**src/include/hpd_pkg.sv**
```systemverilog
// constants of the host pin and dma configuration registers
package hpd_pkg;

    // ********************************
    // clock and timing
    // ********************************
    localparam int CLK_PERIOD_NS = 10;
    localparam int IRQ_EDGE_PULSE_NS = 40;
    localparam int IRQ_EDGE_PULSE_CYCLES = (IRQ_EDGE_PULSE_NS / CLK_PERIOD_NS) < 1 ? 1 :
                                           (IRQ_EDGE_PULSE_NS / CLK_PERIOD_NS);

    // ********************************
    // command codes
    // ********************************
    localparam logic [7:0] CMD_HOST_PIN_SETUP_RD = 8'h20;
    localparam logic [7:0] CMD_HOST_PIN_SETUP_WR = 8'hA0;
    localparam logic [7:0] CMD_DMA_SETUP_RD = 8'h21;
    localparam logic [7:0] CMD_DMA_SETUP_WR = 8'hA1;

    // ********************************
    // host_pin_setup fields
    // ********************************
    localparam int HPS_MERGED_IRQ_ROUTING = 9;
    localparam int HPS_DMA_ACK_LEVEL_SELECT = 6;
    localparam int HPS_DMA_REQUEST_LEVEL_SELECT = 5;
    localparam int HPS_CPU_BUS_WIDTH_MSB = 4;
    localparam int HPS_CPU_BUS_WIDTH_LSB = 3;
    localparam int HPS_IRQ_LEVEL_SELECT = 2;
    localparam int HPS_IRQ_EDGE_LEVEL_SELECT = 1;
    localparam int HPS_IRQ_PIN_GLOBAL_ENABLE = 0;
    localparam logic [1:0] CPU_BUS_WIDTH_16 = 2'h1;
    localparam logic HPS_FLAG_RESET = 1'h0;

    // ********************************
    // dma_setup fields
    // ********************************
    localparam int DMS_TRANSFER_COUNT_ENABLE = 7;
    localparam int DMS_BURST_LENGTH_MSB = 6;
    localparam int DMS_BURST_LENGTH_LSB = 5;
    localparam int DMS_DMA_GO = 4;
    localparam int DMS_BUFFER_TYPE_MSB = 3;
    localparam int DMS_BUFFER_TYPE_LSB = 1;
    localparam int DMS_DMA_DIRECTION_SELECT = 0;
    localparam logic [7:0] DMS_LOW_RESET = 8'h00;

    // ********************************
    // reset levels of pins and read data
    // ********************************
    localparam logic PIN_IDLE_RESET = 1'h1;
    localparam logic [15:0] RD_DATA_RESET = 16'h0000;

endpackage

```
**src/include/hpd_irq_if.sv**
```systemverilog
// link between the register bank and one interrupt pin driver
`timescale 1ns/100ps
interface hpd_irq_if;
    logic req;
    logic level_sel;
    logic edge_sel;
    logic enable;
    logic pin;

    modport ctrl (
        output req,
        output level_sel,
        output edge_sel,
        output enable,
        input pin
    );

    modport drv (
        input req,
        input level_sel,
        input edge_sel,
        input enable,
        output pin
    );
endinterface

```
**src/rtl/hpd_irq_pin.sv**
```systemverilog
// one interrupt pin driver: enable, level or edge signalling, polarity
`timescale 1ns/100ps
module hpd_irq_pin #(
    parameter int PULSE_CYCLES = hpd_pkg::IRQ_EDGE_PULSE_CYCLES
) (
    // clock and reset
    input wire logic ref_clk_i,
    input wire logic sys_rst_i,
    // pin link
    hpd_irq_if.drv link
);
    import hpd_pkg::*;

    localparam int CW = $clog2(PULSE_CYCLES + 1);

    logic req_q;
    logic [CW-1:0] pulse_cnt;
    logic [CW-1:0] next_pulse_cnt;
    logic pin_q;
    logic next_pin;

    wire gated_req = link.enable & link.req;
    wire rise = gated_req & ~req_q;
    wire active = link.edge_sel ? (pulse_cnt != '0) : gated_req;

    // edge mode: fixed pulse on each rising request
    assign next_pulse_cnt = rise ? CW'(PULSE_CYCLES) :
                            (pulse_cnt != '0) ? pulse_cnt - CW'(1) : pulse_cnt;
    // active low when level select is zero
    assign next_pin = link.level_sel ? active : ~active;

    always_ff @(posedge ref_clk_i or posedge sys_rst_i) begin
        if (sys_rst_i) begin
            req_q <= 1'b0;
            pulse_cnt <= '0;
            pin_q <= PIN_IDLE_RESET;
        end else begin
            req_q <= gated_req;
            pulse_cnt <= next_pulse_cnt;
            pin_q <= next_pin;
        end
    end

    assign link.pin = pin_q;

endmodule // hpd_irq_pin

```
**src/rtl/hpd_config_regs.sv**
```systemverilog
// host pin and dma configuration register bank with pin conditioning
`timescale 1ns/100ps
module hpd_config_regs (
    // clock and reset
    input wire logic ref_clk_i,
    input wire logic sys_rst_i,
    // command port
    input wire logic cmd_valid_i,
    input wire logic [7:0] cmd_code_i,
    input wire logic [15:0] cmd_wdata_i,
    output logic [15:0] rd_data_o,
    output logic rd_valid_o,
    // interrupt sources, already gated by cpu_irq_enable_mask
    input wire logic host_irq_i,
    input wire logic periph_irq_i,
    // dma handshake from the transfer engine
    input wire logic dma_req_i,
    output logic dma_ack_o,
    // pins
    output logic dma_request_line_one_o,
    input wire logic dma_ack_line_one_i,
    output logic irq_pin_one_o,
    output logic irq_pin_two_o,
    // dma setup fields
    output logic transfer_count_enable_o,
    output logic [1:0] burst_length_field_o,
    output logic dma_go_o,
    output logic [2:0] buffer_type_select_o,
    output logic dma_direction_select_o
);
    import hpd_pkg::*;

    // ********************************
    // register storage
    // ********************************
    logic merged_irq_routing;
    logic dma_ack_level_select;
    logic dma_request_level_select;
    logic irq_level_select;
    logic irq_edge_level_select;
    logic irq_pin_global_enable;
    logic [7:0] dma_setup_low;

    // ********************************
    // command decode
    // ********************************
    wire hps_wr = cmd_valid_i & (cmd_code_i == CMD_HOST_PIN_SETUP_WR);
    wire hps_rd = cmd_valid_i & (cmd_code_i == CMD_HOST_PIN_SETUP_RD);
    wire dms_wr = cmd_valid_i & (cmd_code_i == CMD_DMA_SETUP_WR);
    wire dms_rd = cmd_valid_i & (cmd_code_i == CMD_DMA_SETUP_RD);
    wire any_rd = cmd_valid_i & ~cmd_code_i[7];

    // ********************************
    // write data decode
    // ********************************
    logic next_merged_irq_routing;
    logic next_dma_ack_level_select;
    logic next_dma_request_level_select;
    logic next_irq_level_select;
    logic next_irq_edge_level_select;
    logic next_irq_pin_global_enable;
    logic [7:0] next_dma_setup_low;

    assign next_merged_irq_routing = hps_wr ? cmd_wdata_i[HPS_MERGED_IRQ_ROUTING] :
                                     merged_irq_routing;
    assign next_dma_ack_level_select = hps_wr ? cmd_wdata_i[HPS_DMA_ACK_LEVEL_SELECT] :
                                       dma_ack_level_select;
    assign next_dma_request_level_select = hps_wr ? cmd_wdata_i[HPS_DMA_REQUEST_LEVEL_SELECT] :
                                           dma_request_level_select;
    assign next_irq_level_select = hps_wr ? cmd_wdata_i[HPS_IRQ_LEVEL_SELECT] :
                                   irq_level_select;
    assign next_irq_edge_level_select = hps_wr ? cmd_wdata_i[HPS_IRQ_EDGE_LEVEL_SELECT] :
                                        irq_edge_level_select;
    assign next_irq_pin_global_enable = hps_wr ? cmd_wdata_i[HPS_IRQ_PIN_GLOBAL_ENABLE] :
                                        irq_pin_global_enable;
    // only the low byte of dma_setup is stored, the reserved high byte is dropped
    assign next_dma_setup_low = dms_wr ? cmd_wdata_i[7:0] : dma_setup_low;

    always_ff @(posedge ref_clk_i or posedge sys_rst_i) begin
        if (sys_rst_i) begin
            merged_irq_routing <= HPS_FLAG_RESET;
            dma_ack_level_select <= HPS_FLAG_RESET;
            dma_request_level_select <= HPS_FLAG_RESET;
            irq_level_select <= HPS_FLAG_RESET;
            irq_edge_level_select <= HPS_FLAG_RESET;
            irq_pin_global_enable <= HPS_FLAG_RESET;
        end else begin
            merged_irq_routing <= next_merged_irq_routing;
            dma_ack_level_select <= next_dma_ack_level_select;
            dma_request_level_select <= next_dma_request_level_select;
            irq_level_select <= next_irq_level_select;
            irq_edge_level_select <= next_irq_edge_level_select;
            irq_pin_global_enable <= next_irq_pin_global_enable;
        end
    end

    always_ff @(posedge ref_clk_i or posedge sys_rst_i) begin
        if (sys_rst_i) begin
            dma_setup_low <= DMS_LOW_RESET;
        end else begin
            dma_setup_low <= next_dma_setup_low;
        end
    end

    // ********************************
    // read path
    // ********************************
    logic [15:0] hps_view;
    logic [15:0] next_rd_data;

    always_comb begin
        hps_view = 16'h0000;
        hps_view[HPS_MERGED_IRQ_ROUTING] = merged_irq_routing;
        hps_view[HPS_DMA_ACK_LEVEL_SELECT] = dma_ack_level_select;
        hps_view[HPS_DMA_REQUEST_LEVEL_SELECT] = dma_request_level_select;
        hps_view[HPS_CPU_BUS_WIDTH_MSB:HPS_CPU_BUS_WIDTH_LSB] = CPU_BUS_WIDTH_16;
        hps_view[HPS_IRQ_LEVEL_SELECT] = irq_level_select;
        hps_view[HPS_IRQ_EDGE_LEVEL_SELECT] = irq_edge_level_select;
        hps_view[HPS_IRQ_PIN_GLOBAL_ENABLE] = irq_pin_global_enable;
    end

    // reserved high byte of dma_setup reads zero
    wire logic [15:0] dms_view = {8'h00, dma_setup_low};
    // unknown read codes answer with zero
    assign next_rd_data = hps_rd ? hps_view :
                          dms_rd ? dms_view : 16'h0000;

    // read answer stands for one cycle
    always_ff @(posedge ref_clk_i or posedge sys_rst_i) begin
        if (sys_rst_i) begin
            rd_data_o <= RD_DATA_RESET;
            rd_valid_o <= 1'b0;
        end else begin
            rd_data_o <= next_rd_data;
            rd_valid_o <= any_rd;
        end
    end

    // ********************************
    // dma field outputs
    // ********************************
    // fields straight from the stored low byte
    assign transfer_count_enable_o = dma_setup_low[DMS_TRANSFER_COUNT_ENABLE];
    assign burst_length_field_o = dma_setup_low[DMS_BURST_LENGTH_MSB:DMS_BURST_LENGTH_LSB];
    assign dma_go_o = dma_setup_low[DMS_DMA_GO];
    assign buffer_type_select_o = dma_setup_low[DMS_BUFFER_TYPE_MSB:DMS_BUFFER_TYPE_LSB];
    assign dma_direction_select_o = dma_setup_low[DMS_DMA_DIRECTION_SELECT];

    // ********************************
    // dma request and acknowledge pins
    // ********************************
    logic dreq_q;
    logic dack_meta;
    logic dack_sync;
    wire next_dreq = dma_request_level_select ? dma_req_i : ~dma_req_i;

    // two flops bring the acknowledge pin into the clock domain
    always_ff @(posedge ref_clk_i or posedge sys_rst_i) begin
        if (sys_rst_i) begin
            dreq_q <= PIN_IDLE_RESET;
            dack_meta <= PIN_IDLE_RESET;
            dack_sync <= PIN_IDLE_RESET;
        end else begin
            dreq_q <= next_dreq;
            dack_meta <= dma_ack_line_one_i;
            dack_sync <= dack_meta;
        end
    end

    wire ack_decoded = dma_ack_level_select ? dack_sync : ~dack_sync;
    assign dma_request_line_one_o = dreq_q;
    assign dma_ack_o = ack_decoded;

    // ********************************
    // interrupt pins
    // ********************************
    hpd_irq_if irq_one ();
    hpd_irq_if irq_two ();

    // both sources share pin one when routing is merged
    wire merged_req = host_irq_i | periph_irq_i;
    wire pin_one_req = merged_irq_routing ? merged_req : host_irq_i;
    wire pin_two_req = ~merged_irq_routing & periph_irq_i;

    assign irq_one.req = pin_one_req;
    assign irq_one.level_sel = irq_level_select;
    assign irq_one.edge_sel = irq_edge_level_select;
    assign irq_one.enable = irq_pin_global_enable;

    // pin two shares polarity, trigger and enable with pin one
    assign irq_two.req = pin_two_req;
    assign irq_two.level_sel = irq_level_select;
    assign irq_two.edge_sel = irq_edge_level_select;
    assign irq_two.enable = irq_pin_global_enable;

    hpd_irq_pin u_irq_one (
        .ref_clk_i(ref_clk_i),
        .sys_rst_i(sys_rst_i),
        .link(irq_one.drv)
    );

    hpd_irq_pin u_irq_two (
        .ref_clk_i(ref_clk_i),
        .sys_rst_i(sys_rst_i),
        .link(irq_two.drv)
    );

    assign irq_pin_one_o = irq_one.pin;
    assign irq_pin_two_o = irq_two.pin;

endmodule // hpd_config_regs

```
**config.mk**
```make
export PLATFORM = sky130hd
export DESIGN_NAME = hpd_config_regs
export DESIGN_NICKNAME = d
export VERILOG_FILES = /design/src/include/hpd_pkg.sv /design/src/include/hpd_irq_if.sv /design/src/rtl/hpd_irq_pin.sv /design/src/rtl/hpd_config_regs.sv
export SDC_FILE = /design/constraint.sdc
export NUM_CORES = 1
export LEC_CHECK = 0
export ABC_AREA = 0
export ABC_CLOCK_PERIOD_IN_PS = 2280
export BUFFER_PORTS_ARGS = -buffer_cell sky130_fd_sc_hd__buf_2
export CAP_MARGIN = 30
export CORE_MARGIN = 10
export CORE_UTILIZATION = 40
export DETAILED_ROUTE_END_ITERATION = 6
export PLACE_DENSITY = 0.67
export SYNTH_ARGS = -nofsm -noshare
export SYNTH_HDL_FRONTEND = slang
export SYNTH_SLANG_ARGS = --single-unit
```
**constraint.sdc**
```tcl
create_clock -name ref_clk_i -period 2.28 [get_ports ref_clk_i]
set_input_delay 0.342 -clock ref_clk_i [delete_from_list [all_inputs] [get_ports ref_clk_i]]
set_output_delay 0.342 -clock ref_clk_i [all_outputs]
set_load 0.1 [all_outputs]
```
# Word-level counts from Yosys, hierarchy flattened

Index checks and enable logic that the tools add are counted.

Logic and storage cells: 60
Bits in registers: 38

Add/subtract/negate cells: 2
Reduce and logical (&&, ||, !) cells: 4
Equality and inequality tests: 4
Bitwise logic cells: 19
Mux-type cells: 13

Operators by type and width:

| operator                                                               | number |
|---|---|
| 8-bit by 6-bit equality test with 1-bit output (second input constant) | 2 |
| 8-bit equality test (second input constant)                            | 2 |
| 3-bit 2-to-1 mux                                                       | 4 |
| 1-bit AND                                                              | 10 |
| 10-bit 2-to-1 mux                                                      | 1 |
| 8-bit 2-to-1 mux                                                       | 1 |
| 1-bit NOT                                                              | 8 |
| 1-bit 2-to-1 mux                                                       | 7 |
| 3-bit nonzero test                                                     | 2 |
| 3-bit by 1-bit subtractor with 3-bit output (second input constant)    | 2 |
| 2-bit nonzero test                                                     | 2 |
| 1-bit OR                                                               | 1 |

# Longest topological paths before layout

Depth after elaboration: 6
Gate-level depth with buffers: 5
Depth with buffers taken out: 5

# By module

From an unflattened synthesis, not the netlist that was laid out.

Cells, all modules: 129
Area, all modules: 1,606.5 um2

Modules (own cells, without submodules):

| module          | cells each | times used | area an instance (um2) |
|---|---|---|---|
| hpd_config_regs | 79         | 1          | 1,118.6 |
| hpd_irq_pin     | 25         | 2          | 244.0 |

# Least setup slack after synthesis

OpenSTA, ideal clock, no wires.

Path type: reg-to-output
Start point: register dma_ack_level_select
End point: output port dma_ack_o
Stages on the path, launching flop included: 2
Data arrival time: 1,961 ps
Setup slack: -23 ps
Path through: dfrtp_1 -> xnor2_1

Longest elaborated chain between the ends: 1

RTL lines:

| item                   | line                   | source |
|---|---|---|
| start, declared        | hpd_config_regs.sv:37  | `logic dma_ack_level_select;` |
| start signal, assigned | hpd_config_regs.sv:89  | `dma_ack_level_select <= next_dma_ack_level_select;` |
| 1-bit 2-to-1 mux       | hpd_config_regs.sv:170 | `wire ack_decoded = dma_ack_level_select ? dack_sync : ~dack_sync;` |
| end, declared          | hpd_config_regs.sv:18  | `output logic dma_ack_o,` |

Every way passes these cells.

# Worst setup path after layout

Start point: register dack_sync
End point: output port dma_ack_o

Longest elaborated chain between the ends: 2

RTL lines:

| item                   | line                   | source |
|---|---|---|
| start, declared        | hpd_config_regs.sv:154 | `logic dack_sync;` |
| start signal, assigned | hpd_config_regs.sv:166 | `dack_sync <= dack_meta;` |
| 1-bit NOT              | hpd_config_regs.sv:170 |  |
| 1-bit 2-to-1 mux (*)   | hpd_config_regs.sv:170 |  |

Mark *: on every way between the ends. The rest lies on a longest branch, timed or not.

==> results.cfg <==
[setup_path]
start_kind = register
worstRegToRegCells = 5
worstSetupPathType = reg2out
required_ns = 1.94
critPathArrivalTime_ns = 1.37
cp_max_fo = 1
end_kind = output port

[sta]
clock.fmax_mhz = 585
maxSlewViolCount = 0
period_minus_slack_ns = 1.71
rsz0062_at_grt = false
fin_worst_skew_ns = 0.00391
layout_setup_ws_ns = 0.572
setup_viol = 0
hold_viol_final = 0
finalCritPeriodShare_pct = 74.9
finalSetupTns_ns = 0

[routing]
viasPerCell = 4.87
drtIter0Drc = 71
drtPass1Iterations = 4
vias = 1129
drt_wl_total_um = 3680
route.detailed.drc = 0
ant_nets = 0
avgRoutedWirePerCell_um = 15.9

[yosys]
synth_top_family_by_area = simple AND/OR/NAND/NOR gates
ys_ff_latch = 37
synthCells = 127
yosysSeqAreaShare_pct = 57.1
synth-compound-area-share_pct = 5.75
synth_cell_types = 27
synthAdderAreaFrac_pct = 3.07
syn_area_per_cell_um2 = 12.9
yosys_warnings = 0
synth-xor-area-share_pct = 2.68
synth.area.mux_share_pct = 11.5
syn_area_um2 = 1630
synthSimpleGateAreaFrac_pct = 14.6

[global_routing]
antenna_found_initial = 0
grt_pass1_vias = 1294
grt_pass1_wl_um = 6040
grt.total_usage_pct = 10.8
grt_overflow = 0
grt_max_degree = 38

[clock_tree]
htree_levels = 2
clock_sinks = 37
clk_latency_ns = 0.28
cts_root_buf = clkbuf_8
cts.clk_slew.worst_paths_ns = 0.07
cts_tree = done
post-cts-setup-buffers = 0
clock_path_buffers = 2
cts_hold_buf = 0
cts_buffers = 5
cts_resized = 0

[die]
rows = 23
dieArea_um2 = 7040
core_um2 = 3970
io_pins = 60
initial_core_util_pct = 41.1
die_w_um = 83.9
die_h_um = 83.9

[layout]
final_nets = 216
fillers = 372
multi_input_area_um2 = 648
seqCellArea_um2 = 932
area_growth_pct = 23.1
fin_cells = 232
design_area_um2 = 2010
antenna_cells = 0
layout-drive-gt1-share_pct = 44.5

[placed_design]
dp_cells = 224
portBuffers = 45
gp_congestion = 0.781
pre_cts_slack_ns = 0.269
dpl.hpwl_um = 2850
post_dp_cell_area_um2 = 1920

[run_status]
run_status = complete, no violations

[hold_path]
hp-class = in2async

[power_and_ir_drop]
p_per_area_nw_per_um2 = 875
p_leak_nw = 1.06
peakVddDrop_v = 0.000472
total_power_mw = 1.76

[run]
max-cap-violations = 0
==> per-stage QoR <==
step	hold WS [ns]	util [%]
floorplan	0.345	-
global placement	0.348	48.4
detailed placement	0.350	48.4
CTS	0.144	50.6
global route	0.131	50.6
finish	0.145	50.6
==> cell type report <==
class,count,share of cell area (%)
clock buffers,8,4.48
inverters,8,1.49
multi-input cells,81,32.2
flip-flops and latches,37,46.4
well taps,50,3.11
repair buffers,48,12.3
==> metal layers <==
metal,vias up,GRT usage (%),part of all wire (%)
met5,-,0,0
met4,0,3.81,1.7
met3,6,5.27,5.8
met2,29,19.6,54
met1,565,10.2,39
li1,529,-,-
==> worst max-delay path, cell delays in order (launching register included) <==
cell and delay [ns]:
dfstp_2 0.54, xnor2_2 0.10, buf_2 0.44
==> synth_stat cells (all sizes together) <==
cell type,count,area (um2)
a211o,1,8.76
a211oi,3,22.5
a21oi,2,10.0
a22oi,5,37.5
and3,3,21.3
buf,7,52.6
conb,1,3.75
dfrtp,32,801
dfstp,5,131
ha,4,50.1
inv,8,30.0
mux2,14,158
mux2i,3,30.0
nand2,2,7.51
nand2b,4,25.0
nand3b,1,7.51
nor2,15,56.3
nor2b,4,25.0
nor3,1,5.00
nor3b,2,37.5
nor4,1,21.3
nor4b,1,23.8
o211a,1,10.0
o21ai,1,5.00
or3b,1,8.76
xnor2,5,43.8
==> power by group <==
part	internal, mW	leakage [nW]	switching [mW]	total [mW]
sequential	0.743	0.483	0.0471	0.790
clock	0.246	0.0455	0.214	0.460
combinational	0.169	0.534	0.341	0.510
total	1.16	1.06	0.602	1.76
==> placed cells by master (no fill, tap or decap) <==
master / count
nand2b_1: 4
buf_4: 3
nor4_4: 1
nor3b_4: 2
dfstp_2: 5
buf_2: 45
xnor2_2: 1
xnor2_1: 4
a211o_1: 1
a21oi_1: 2
nand3b_1: 1
and3_2: 2
inv_1: 8
and3_1: 1
clkbuf_1: 2
nor4b_4: 1
mux2_2: 14
a22oi_1: 5
ha_1: 4
a211oi_1: 3
mux2i_1: 3
o211a_1: 1
or3b_2: 1
nor2b_1: 4
clkbuf_8: 6
o21ai_0: 1
nand2_1: 2
dfrtp_1: 32
conb_1: 7
nor3_1: 1
nor2_1: 15
==> flip-flops by register name, summed over array words and instances (netlist names), 3 cells and up <==
| register | cells |
|---|---|
| rd_data_o | 9 |
| dma_setup_low | 8 |
| u_irq_one.pulse_cnt | 3 |
| u_irq_two.pulse_cnt | 3 |
==> path summary, 6_finish.rpt <==
| path | startpoint | end | slack [ns] |
|---|---|---|---|
| setup reg to reg | u_irq_one.pulse_cnt[0] | u_irq_one.link.pin | 1.02 |
| hold / removal | sys_rst_i | rd_data_o[9] | 0.15 |
| max in group asynchronous | sys_rst_i | dack_sync | 1.78 |
| min in group ref_clk_i | dma_ack_line_one_i | dack_meta | 0.16 |
| setup / recovery | dack_sync | dma_ack_o | 0.57 |
| hold reg to reg | dack_meta | dack_sync | 0.36 |
==> kinds of logic after synthesis <==
family,Yosys count
buffers and inverters,15
AND/OR/NAND/NOR,35
flip-flops,37
other,1
AO/OA/AOI/OAI,13
multiplexers,17
XOR/XNOR,5
adder cells (fa/ha/maj),4
No activity file was read; power rests on OpenSTA's default activity.
